[config.mk]
export PLATFORM = sky130hd
export DESIGN_NAME = dirq_router
export DESIGN_NICKNAME = d
export VERILOG_FILES = /design/src/core/dirq_pkg.sv /design/src/core/dirq_router.sv /design/src/core/dirq_sync.sv
export SDC_FILE = /design/constraint.sdc
export NUM_CORES = 1
export LEC_CHECK = 0
export BUFFER_PORTS_ARGS = -buffer_cell sky130_fd_sc_hd__buf_2
export CORE_UTILIZATION = 40
export CTS_BUF_LIST = sky130_fd_sc_hd__clkbuf_4 sky130_fd_sc_hd__clkbuf_8
export DETAILED_ROUTE_END_ITERATION = 16
export PLACE_DENSITY_LB_ADDON = 0.15
export SLEW_MARGIN = 20
export SYNTH_ARGS = -nofsm -noshare
export SYNTH_HDL_FRONTEND = slang
export SYNTH_SLANG_ARGS = --single-unit
[constraint.sdc]
create_clock -name mclk -period 2.74 [get_ports mclk]
set_input_delay 0.822 -clock mclk [delete_from_list [all_inputs] [get_ports mclk]]
set_output_delay 0.822 -clock mclk [all_outputs]
set_load 0.01 [all_outputs]
[src/core/dirq_pkg.sv]
// dirq_pkg: shared constants and carrier types for the interrupt source router
package dirq_pkg;
    localparam int NUM_SRC = 10;
    localparam int NUM_LVL = 8;
    localparam int NUM_SER = 2;
    localparam int NUM_PAR = 2;
    localparam int SRC_W = 4;
    localparam int LVL_W = 3;
    // source numbering into the map
    localparam logic [3:0] SRC_RX_BASE = 4'h0;
    localparam logic [3:0] SRC_TX_BASE = 4'h2;
    localparam logic [3:0] SRC_IDLE_BASE = 4'h4;
    localparam logic [3:0] SRC_PIN_BASE = 4'h6;
    localparam logic [3:0] SRC_POUT_BASE = 4'h8;
    localparam logic [3:0] SRC_NONE = 4'hf;
    localparam logic [7:0] RESP_IDLE = 8'hff;
    localparam logic [7:0] MASK_RESET = 8'h00;
    localparam int SYNC_STAGES = 3;

    typedef struct packed {
        logic cascaded;
        logic a_over_b;
        logic use_pint;
        logic sinta_resp;
        logic [2:0] vi_sel_a;
        logic [2:0] vi_sel_b;
    } dirq_cfg_s;

    typedef struct packed {
        logic pint;
        logic [7:0] vi;
    } dirq_bus_irq_s;
endpackage

[src/core/dirq_router.sv]
// dirq_router: onboard request sources, source map and dual prioritised controllers
`timescale 1ns/1ps
`default_nettype none
module dirq_router (
    input wire logic mclk,
    input wire logic rst,
    // serial port status pins, active high levels
    input wire logic [1:0] rx_byte_available,
    input wire logic [1:0] tx_holding_free,
    input wire logic [1:0] tx_char_done,
    input wire logic [1:0] dsr_in,
    input wire logic [1:0] dcd_in,
    // parallel ports
    input wire logic [1:0] par_in_strobe,
    input wire logic [1:0] par_in_read,
    input wire logic [1:0] peripheral_receipt_ack,
    input wire logic [1:0] par_out_write,
    output logic [1:0] par_in_full,
    output logic [1:0] par_out_acked,
    // polarity-adjusted control lines, active high requests
    input wire logic [7:0] ctrl_line_req,
    // map: level l takes source source_level_map[l*4 +: 4], SRC_NONE leaves it idle
    input wire logic [39:0] source_level_map,
    input wire dirq_pkg::dirq_cfg_s cfg,
    // software enables and masks
    input wire logic enable_a,
    input wire logic enable_b,
    input wire logic [7:0] mask_a,
    input wire logic [7:0] mask_b,
    // acknowledge
    input wire logic sinta,
    input wire logic resp_read,
    input wire logic [7:0] resp_byte_a,
    input wire logic [7:0] resp_byte_b,
    output logic [7:0] resp_data,
    output logic resp_valid,
    output dirq_pkg::dirq_bus_irq_s bus_irq,
    output logic [9:0] onboard_src_n,
    output logic [7:0] pending_a,
    output logic [7:0] pending_b,
    output logic ack_steer_select
);
    logic [1:0] rx_s, tx_s, done_s, dsr_s, dcd_s;
    logic [1:0] pstb_s, pack_s;
    logic [7:0] ctrl_s;
    logic [1:0] pstb_q, pack_q, dsr_q, dcd_q, done_q;
    logic [1:0] modem_chg_q;
    logic [1:0] out_written_q;
    logic [9:0] src_act;
    logic [7:0] req_b;
    logic [7:0] isr_a_q, isr_b_q;
    logic [7:0] act_a, act_b;
    logic any_a, any_b;
    logic [2:0] idx_a, idx_b;
    dirq_pkg::dirq_cfg_s cfg_q;
    logic [39:0] map_q;
    logic idle;
    logic ack_ev;
    logic ack_a_wins;

    dirq_sync #(.W(22)) u_sync (
        .mclk(mclk),
        .rst(rst),
        .async_in({rx_byte_available, tx_holding_free, tx_char_done, dsr_in, dcd_in,
                   par_in_strobe, peripheral_receipt_ack, ctrl_line_req}),
        .sync_out({rx_s, tx_s, done_s, dsr_s, dcd_s, pstb_s, pack_s, ctrl_s})
    );

    always_ff @(posedge mclk)
    begin
        if (rst)
        begin
            pstb_q <= '0;
            pack_q <= '0;
            dsr_q <= '0;
            dcd_q <= '0;
            done_q <= '0;
        end
        else
        begin
            pstb_q <= pstb_s;
            pack_q <= pack_s;
            dsr_q <= dsr_s;
            dcd_q <= dcd_s;
            done_q <= done_s;
        end
    end

    genvar p;
    generate
        for (p = 0; p < 2; p++)
        begin : g_port
            // modem change and transmitter-done latch; cleared when byte accepted again
            always_ff @(posedge mclk)
            begin
                if (rst)
                    modem_chg_q[p] <= 1'b0;
                else if ((dsr_s[p] != dsr_q[p]) || (dcd_s[p] != dcd_q[p]) || (done_s[p] && !done_q[p]))
                    modem_chg_q[p] <= 1'b1;
                else if (!tx_s[p] && !done_s[p])
                    modem_chg_q[p] <= 1'b0;
            end
            // set wins over a read in the same cycle
            always_ff @(posedge mclk)
            begin
                if (rst)
                    par_in_full[p] <= 1'b0;
                else if (pstb_s[p] && !pstb_q[p])
                    par_in_full[p] <= 1'b1;
                else if (par_in_read[p])
                    par_in_full[p] <= 1'b0;
            end
            always_ff @(posedge mclk)
            begin
                if (rst)
                    out_written_q[p] <= 1'b0;
                else if (par_out_write[p])
                    out_written_q[p] <= 1'b1;
                else if (pack_s[p] && !pack_q[p])
                    out_written_q[p] <= 1'b0;
            end
            // only a receipt after a write counts
            always_ff @(posedge mclk)
            begin
                if (rst)
                    par_out_acked[p] <= 1'b0;
                else if (pack_s[p] && !pack_q[p] && out_written_q[p])
                    par_out_acked[p] <= 1'b1;
                else if (par_out_write[p])
                    par_out_acked[p] <= 1'b0;
            end
        end
    endgenerate

    always_comb
    begin
        src_act[1:0] = rx_s;
        src_act[3:2] = tx_s;
        src_act[5:4] = modem_chg_q | done_s;
        src_act[7:6] = par_in_full;
        src_act[9:8] = par_out_acked;
    end

    // sources cross the map as active-low levels
    always_ff @(posedge mclk)
    begin
        if (rst)
            onboard_src_n <= 10'h3ff;
        else
            onboard_src_n <= ~src_act;
    end

    genvar l;
    generate
        for (l = 0; l < 8; l++)
        begin : g_lvl
            logic [3:0] sel;
            assign sel = map_q[l*4 +: 4];
            assign req_b[l] = (sel < 4'(dirq_pkg::NUM_SRC)) ? ~onboard_src_n[sel] : 1'b0;
        end
    endgenerate

    assign idle = (isr_a_q == 8'h00) && (isr_b_q == 8'h00) && !any_a && !any_b;

    // configuration only moves while nothing is pending or in service
    always_ff @(posedge mclk)
    begin
        if (rst)
        begin
            cfg_q <= '0;
            map_q <= {10{dirq_pkg::SRC_NONE}};
        end
        else if (idle)
        begin
            cfg_q <= cfg;
            map_q <= source_level_map;
        end
    end

    // controller A on control lines, input 0 highest
    assign act_a = enable_a ? (ctrl_s & mask_a) : 8'h00;
    assign act_b = enable_b ? (req_b & mask_b) : 8'h00;
    assign pending_a = act_a;
    assign pending_b = act_b;

    function automatic logic [2:0] first_set(input logic [7:0] v);
        logic [2:0] r;
        r = 3'h0;
        for (int i = 7; i >= 0; i--)
            if (v[i])
                r = 3'(i);
        return r;
    endfunction

    assign any_a = (act_a != 8'h00) && (isr_a_q == 8'h00);
    assign any_b = (act_b != 8'h00) && (isr_b_q == 8'h00);
    assign idx_a = first_set(act_a);
    assign idx_b = first_set(act_b);

    // one combined 16-level winner in cascade, per-controller winners otherwise
    always_comb
    begin
        if (cfg_q.cascaded)
            ack_a_wins = cfg_q.a_over_b ? any_a : (any_a && !any_b);
        else
            ack_a_wins = any_a;
    end

    assign ack_steer_select = !cfg_q.cascaded;

    // sinta honoured only when sinta_resp is set, resp_read otherwise
    assign ack_ev = (cfg_q.sinta_resp && sinta) || (!cfg_q.sinta_resp && resp_read);

    // in-service bits; common acknowledge in cascade, steered in independent
    always_ff @(posedge mclk)
    begin
        if (rst)
        begin
            isr_a_q <= 8'h00;
            isr_b_q <= 8'h00;
            resp_data <= dirq_pkg::RESP_IDLE;
            resp_valid <= 1'b0;
        end
        else
        begin
            resp_valid <= 1'b0;
            if (ack_ev && (any_a || any_b))
            begin
                resp_valid <= 1'b1;
                if (ack_a_wins)
                begin
                    isr_a_q <= 8'h01 << idx_a;
                    resp_data <= resp_byte_a;
                end
                else
                begin
                    isr_b_q <= 8'h01 << idx_b;
                    resp_data <= resp_byte_b;
                end
            end
            else if (ack_ev)
            begin
                // a second acknowledge ends service
                isr_a_q <= 8'h00;
                isr_b_q <= 8'h00;
            end
        end
    end

    // bus line drive
    always_ff @(posedge mclk)
    begin
        if (rst)
            bus_irq <= '0;
        else
        begin
            bus_irq <= '0;
            if (cfg_q.cascaded)
            begin
                if (cfg_q.use_pint)
                    bus_irq.pint <= any_a || any_b;
                else
                    bus_irq.vi[cfg_q.vi_sel_a] <= any_a || any_b;
            end
            else
            begin
                bus_irq.vi[cfg_q.vi_sel_a] <= any_a;
                if (any_b)
                    bus_irq.vi[cfg_q.vi_sel_b] <= 1'b1;
            end
        end
    end
endmodule
`default_nettype wire

[src/core/dirq_sync.sv]
// dirq_sync: three-stage synchroniser with second/third stage agreement per bit
`timescale 1ns/1ps
`default_nettype none
module dirq_sync #(
    parameter int W = 1
) (
    input wire logic mclk,
    input wire logic rst,
    input wire logic [W-1:0] async_in,
    output logic [W-1:0] sync_out
);
    logic [W-1:0] s1_q;
    logic [W-1:0] s2_q;
    logic [W-1:0] s3_q;

    always_ff @(posedge mclk)
    begin
        if (rst)
        begin
            s1_q <= '0;
            s2_q <= '0;
            s3_q <= '0;
        end
        else
        begin
            s1_q <= async_in;
            s2_q <= s1_q;
            s3_q <= s2_q;
        end
    end

    genvar i;
    generate
        for (i = 0; i < W; i++)
        begin : g_bit
            // a change counts only once stages two and three agree
            always_ff @(posedge mclk)
            begin
                if (rst)
                    sync_out[i] <= 1'b0;
                else if (s2_q[i] == s3_q[i])
                    sync_out[i] <= s3_q[i];
            end
        end
    endgenerate
endmodule
`default_nettype wire

# ---- Yosys cells after proc, flatten, opt, wreduce, memory -nomap -nowiden
# Cells that the tools add are included.
dict set report totals {
  regBits 192
  input_bits 114
  output_inout_bits 49
  wordCells 250
}
dict set report op_classes {
  n_lt_le_gt_ge 20
  eq_ne 28
  n_shift 2
  muxes 74
  n_bitwise 17
  reduce_logical 57
}
# cell n
set op_table {}
lappend op_table {{8-bit 2-to-1 mux} 11}
lappend op_table {{3-bit 2-to-1 mux} 16}
lappend op_table {{4-bit by 5-bit less-than comparator with 1-bit output, second input constant} 8}
lappend op_table {{1-bit 2-to-1 mux} 37}
lappend op_table {{8-bit bitwise AND} 4}
lappend op_table {{1-bit binary-select mux with 4-bit select} 8}
lappend op_table {{4-bit less-than comparator, second input constant} 8}
lappend op_table {{1-bit == test} 22}
lappend op_table {{1-bit logical AND} 21}
lappend op_table {{2-bit nonzero test} 9}
lappend op_table {{8-bit zero test} 2}
lappend op_table {{8-bit nonzero test} 2}
lappend op_table {{1-bit by 3-bit << shifter with 8-bit output, first input constant} 2}
lappend op_table {{1-bit zero test} 14}
lappend op_table {{1-bit NOT} 10}
lappend op_table {{10-bit NOT} 1}
lappend op_table {{3-bit by 4-bit less-than comparator with 1-bit output, second input constant} 2}
lappend op_table {{8-bit bitwise OR} 1}
lappend op_table {{1-bit demux with 3-bit select} 2}
lappend op_table {{3-bit by 1-bit >= comparator with 1-bit output, second input constant} 2}
lappend op_table {{1-bit logical OR} 6}
lappend op_table {{1-bit != test} 4}
lappend op_table {{2-bit != test, second input constant} 2}
lappend op_table {{2-bit AND reduction} 2}
lappend op_table {{other kinds (2)} 2}

# ---- Logic depth before layout (Yosys ltp)
dict set report logic_depth {
  ltp_word 17
  ltp_mapped 10
  mapped_depth_nobuf 8
}

# ---- Modules after synthesis
# From an unflattened synthesis, not the netlist that was laid out.
dict set report hier_totals {
  hier_cells 817
  area_unflattened_um2 7652.3
}
# module instances cells_each area_each_um2 seq_area_each_um2
set by_module_without_submodules {}
lappend by_module_without_submodules {dirq_router 1 588 5114.9 2082.0}
lappend by_module_without_submodules {dirq_sync 1 229 2537.4 1761.7}

# ---- Worst setup path before layout
# No wires, ideal clock.
dict set report synth_path {
  kind {input to register}
  from {in enable_b}
  to {reg isr_a_q[1]}
  setup_time_ps 117
  arrival_time_ps 2636
  t_required_ps 2623
  setup_slack_ps -13
  path_stages 9
  n_path_buf 2
  cell_sequence {clkbuf_1 and3b_1 a41oi_1 a311oi_2 nor4_2 a211o_1 buf_6 and2_4 a32o_1}
}
dict set report synth_between {
  elab_chain_len 9
  elab_cells_between_ends 13
  cone_classes {eq/ne (1); mux (4); reduce/logical (8)}
}
# item line
set synth_rtl {}
lappend synth_rtl {{start, declared} dirq_router.sv:27} ;# input wire logic enable_b,
lappend synth_rtl {{8-bit 2-to-1 mux *} dirq_router.sv:182} ;# assign act_b = enable_b ? (req_b & mask_b) : 8'h00;
lappend synth_rtl {{named net pending_b[4]} dirq_router.sv:40} ;# output logic [7:0] pending_b,
lappend synth_rtl {{8-bit nonzero test *} dirq_router.sv:196} ;# assign any_b = (act_b != 8'h00) && (isr_b_q == 8'h00);
lappend synth_rtl {{1-bit logical AND *} dirq_router.sv:196}
lappend synth_rtl {{1-bit zero test} dirq_router.sv:204} ;# ack_a_wins = cfg_q.a_over_b ? any_a : (any_a && !any_b);
lappend synth_rtl {{1-bit logical AND} dirq_router.sv:204}
lappend synth_rtl {{1-bit 2-to-1 mux} dirq_router.sv:204}
lappend synth_rtl {{1-bit 2-to-1 mux} dirq_router.sv:203} ;# if (cfg_q.cascaded)
lappend synth_rtl {{2-bit != test (no source line)} -}
lappend synth_rtl {{2-bit AND reduction (no source line)} -}
lappend synth_rtl {{end signal, assigned} dirq_router.sv:232} ;# isr_a_q <= 8'h01 << idx_a;
lappend synth_rtl {{end, declared} dirq_router.sv:51} ;# logic [7:0] isr_a_q, isr_b_q;
# Mark *: on every way through the listed nets, which the timed path passes. The rest lies on a longest branch.
# A chain may end at the register's enable or synchronous reset.

# ---- Worst setup path in the final report
dict set report layout_path {
  from {reg onboard_src_n[6]}
  to {out pending_b[6]}
}
dict set report layout_between {
  elab_chain_len 6
}
# item line
set layout_rtl {}
lappend layout_rtl {{start, declared} dirq_router.sv:38} ;# output logic [9:0] onboard_src_n,
lappend layout_rtl {{start signal, assigned} dirq_router.sv:150} ;# onboard_src_n <= ~src_act;
lappend layout_rtl {{1-bit binary-select mux with 4-bit select} dirq_router.sv:159} ;# assign req_b[l] = (sel < 4'(dirq_pkg::NUM_SRC)) ? ~onboard_src_n[sel] : 1'b0;
lappend layout_rtl {{1-bit 2-to-1 mux (not written as such)} dirq_router.sv:159}
lappend layout_rtl {{1-bit NOT} dirq_router.sv:159}
lappend layout_rtl {{1-bit 2-to-1 mux} dirq_router.sv:159}
lappend layout_rtl {{8-bit bitwise AND} dirq_router.sv:182}
lappend layout_rtl {{8-bit 2-to-1 mux} dirq_router.sv:182}
lappend layout_rtl {{end, declared} dirq_router.sv:40}
# No other way between the ends. The select of a mux whose other input is x is not followed.

==> metrics.yaml <==
leakagePower_nw: 3.97
path_class: "reg2out"
io_pins: 163
setup_violations: 9
irDropWorstVdd_mv: 0.292
worstPathArrival_ns: 2.11
cts_sinks: 192
cts_tree: "yes"
grt_pass1_wl_mm: 27.5
place_area_um2: 8780
route.met2.wl_mm: 8.37
dieWidth_um: 140
violations: "negative setup slack"
netlist_instances: 779
num_vias: 5972
synth_nets: 893
fin_setup_tns_ns: -1.31
ys_seq_area_share_pct: 50.6
met1_length_mm: 8.13
r2r_cells: 11
core_area_um2: 18600
worstHoldStart: "u_sync.sync_out[20]"
fin_nets: 1071
ys.flop_type: "dfxtp_1"
vias_per_cell: 4.96
cts.clk_slew.worst_paths_ns: 0.10
finalWeightedCongestion: 0.892
r2r_slack_ns: 0
ys_seq_elements: 192
drive_above_1_share_pct: 28.8
grt_usage_pct: 17.7
cap_violations: 0
wl_mm: 17.2
dp_hpwl_mm: 11.9
drv_slew: 0
setup_ws_ns: -0.194
fin_crit_ns: 2.93
critPathSlowestCell: "dfxtp_4"
cts-buffers-inserted: 17
ys_async_sr_fraction_pct: 0
end_kind: "primary output"
crit_top_cell: "buf_6"
synth_common_cells: "192 x dfxtp_1, 86 x nand2_1, 79 x nor2b_1, 75 x mux2i_1, 39 x nor2_1"
slew_headroom_pct: 68.8
r2r-end: "isr_a_q[6]"
stdcell_area_um2: 9430
synth_area_leaders: "dfxtp_1 51%, mux2i_1 9.9%, nor2b_1 6.5%, nand2_1 4.3%, o32ai_1 2.5%"
dieArea_um2: 19500
clock_path_buffers: 2
drt_iter0_drc: 266
hold_depth: 1
wl_met3_um: 528
cp_slowest_stage_delay_ns: 0.40
post_drt_wl_per_cell_um: 14.3
topRoutingLayerUsed: "met4"
holdBufCountCts: 0
antenna_found_initial: 0
synthesis.area_um2: 7590
drc: 0
clock-root-buffer: "clkbuf_8"
grt_max_degree: 84
hold_path.class: "reg2reg"
crit_fanout: 9
synth_most_common_cell: "dfxtp_1"
synth_top_area_share_pct: 50.6
tightest_slew_ns: 0.467
dr.pass1.iters: 4
p_per_area_nw_per_um2: 572
cp-start-kind: "flop"
finalCritPeriodShare_pct: 107
fillers: 1797
ys_warn_count: 0
placedCellCount: 1161
h-tree-depth: 4
timing.fmax_mhz: 341
power_mw: 5.39
die_h_um: 140
syn_avg_cell_area_um2: 9.75
hold_end: "onboard_src_n[0]"
numPortBuffers: 154
skew_ns: 0.0186
start_util_pct: 40.7
overflow: 0
hold_viol: 0
grt_pass1_vias: 5663
rsz0062_at_grt: "true"
postRouteAntennaNets: 0
synth_top_area_cell: "dfxtp_1"
required_ns: 1.92
r2r_start: "onboard_src_n[7]"
area.growth.synth_to_final_pct: 24.2
final-instance-count-excl-fill: 1204
outcome: "finished with violations"
crit_chain: "mux2_4 > or3_1 > a311o_1 > inv_2 > buf_6 > buf_6"
clock_latency_ns: 0.46
num_rows: 50
synthDistinctLibCells: 56
diodes: 0
synth_edf_count: 0
final_util_pct: 50.6
==> per-stage QoR <==
step | setup WS, ns | hold slack (ns)
after global routing | -0.287 | 0.439
final | -0.194 | 0.402
after CTS | -0.247 | 0.409
after detailed placement | -0.213 | 0.382
after floorplan | 0.0197 | 0.368
after global placement | -0.178 | 0.380
==> sequential cells by signal (all words and copies together) (netlist names), 8 cells and up <==
name             count
onboard_src_n       10
u_sync.s3_q         22
u_sync.sync_out     22
cfg_q               10
u_sync.s1_q         22
resp_data            8
isr_b_q              8
u_sync.s2_q         22
isr_a_q              8
map_q               32
bus_irq              9
==> what timing repair did <==
action                     in CTS  in global routing
cloned                          0                  1
setup endpoints to repair      15                 46
pin swaps                       4                  3
setup buffers                   8                  2
resized for setup              27                 12
==> cells by family after synthesis <==
| group | count (synthesis) | synth area share [%] |
|---|---|---|
| xor gates and xnor gates | 4 | 0.461 |
| buffers and inverters | 78 | 4.50 |
| DFF | 192 | 50.6 |
| muxes | 84 | 11.2 |
| AOI/OAI and AO/OA | 137 | 13.6 |
| and+or+nand+nor | 284 | 19.6 |
==> worst max path at each step <==
| stage | cells after the start | endpoint | start | slack, ns |
|---|---|---|---|---|
| after floorplan | 9 | map_q[10] | enable_b | 0.02 |
| after global placement | 11 | isr_a_q[6] | enable_b | -0.18 |
| after CTS | 6 | pending_b[4] | onboard_src_n[7] | -0.25 |
| after detailed placement | 11 | isr_a_q[6] | enable_b | -0.21 |
| after global routing | 6 | pending_b[6] | onboard_src_n[6] | -0.29 |
| final | 6 | pending_b[6] | onboard_src_n[6] | -0.19 |
==> metal layers <==
layer / track usage (%) / vias to the layer above
li1: - / 3090
met1: 22.8 / 2769
met2: 29.2 / 101
met3: 3.61 / 12
met4: 6.48 / 0
met5: 0 / -
==> where the power goes <==
group          internal [mW]  leakage [nW]  switching [mW]
clock                  0.770         0.196            1.09
sequential              2.90          1.57          0.0786
combinational          0.277          2.21           0.277
total                   3.94          3.97            1.45
==> critical path: cells and delay by family, from the launching register on <==
family / cells / cell delay [ns]
AND/OR/NAND/NOR: 1 / 0.31
flip-flops: 1 / 0.40
AO/OA/AOI/OAI: 1 / 0.39
multiplexers: 1 / 0.28
buffers and inverters: 3 / 0.28
==> cell type report <==
class / instances / area [um2] / area share [%]
clock buffer: 17 / 234 / 2.48
clock inverter: 15 / 169 / 1.79
sequential: 192 / 3860 / 40.9
timing repair buffer: 208 / 1280 / 13.6
multi-input combinational: 509 / 3480 / 36.9
inverter: 29 / 109 / 1.15
tap: 234 / 293 / 3.11
==> cell usage in the layout (no fill, tap or decap), types with 3 or more instances in the layout <==
cell type and n:
dfxtp_2 7, buf_2 145, a311oi_4 4, nor2_1 39, dfxtp_1 183, nand2b_1 6
and3_1 8, clkbuf_8 17, nand4_1 4, clkinvlp_4 3, mux2i_1 75, nand2_1 86
inv_1 27, a31oi_1 3, mux2_4 5, inv_8 5, o21ai_0 29, nor4_1 4
or3_1 12, o2bb2ai_1 5, a41oi_1 8, o32ai_1 22, nor3_1 5, inv_6 4
a21oi_1 31, buf_6 11, mux2_1 3, a22o_1 7, o221ai_1 7, buf_4 49
nand3_1 15, a32o_1 4, or3_4 5, nor2b_1 79, and3b_1 8
(Power assumes the default switching activity.)
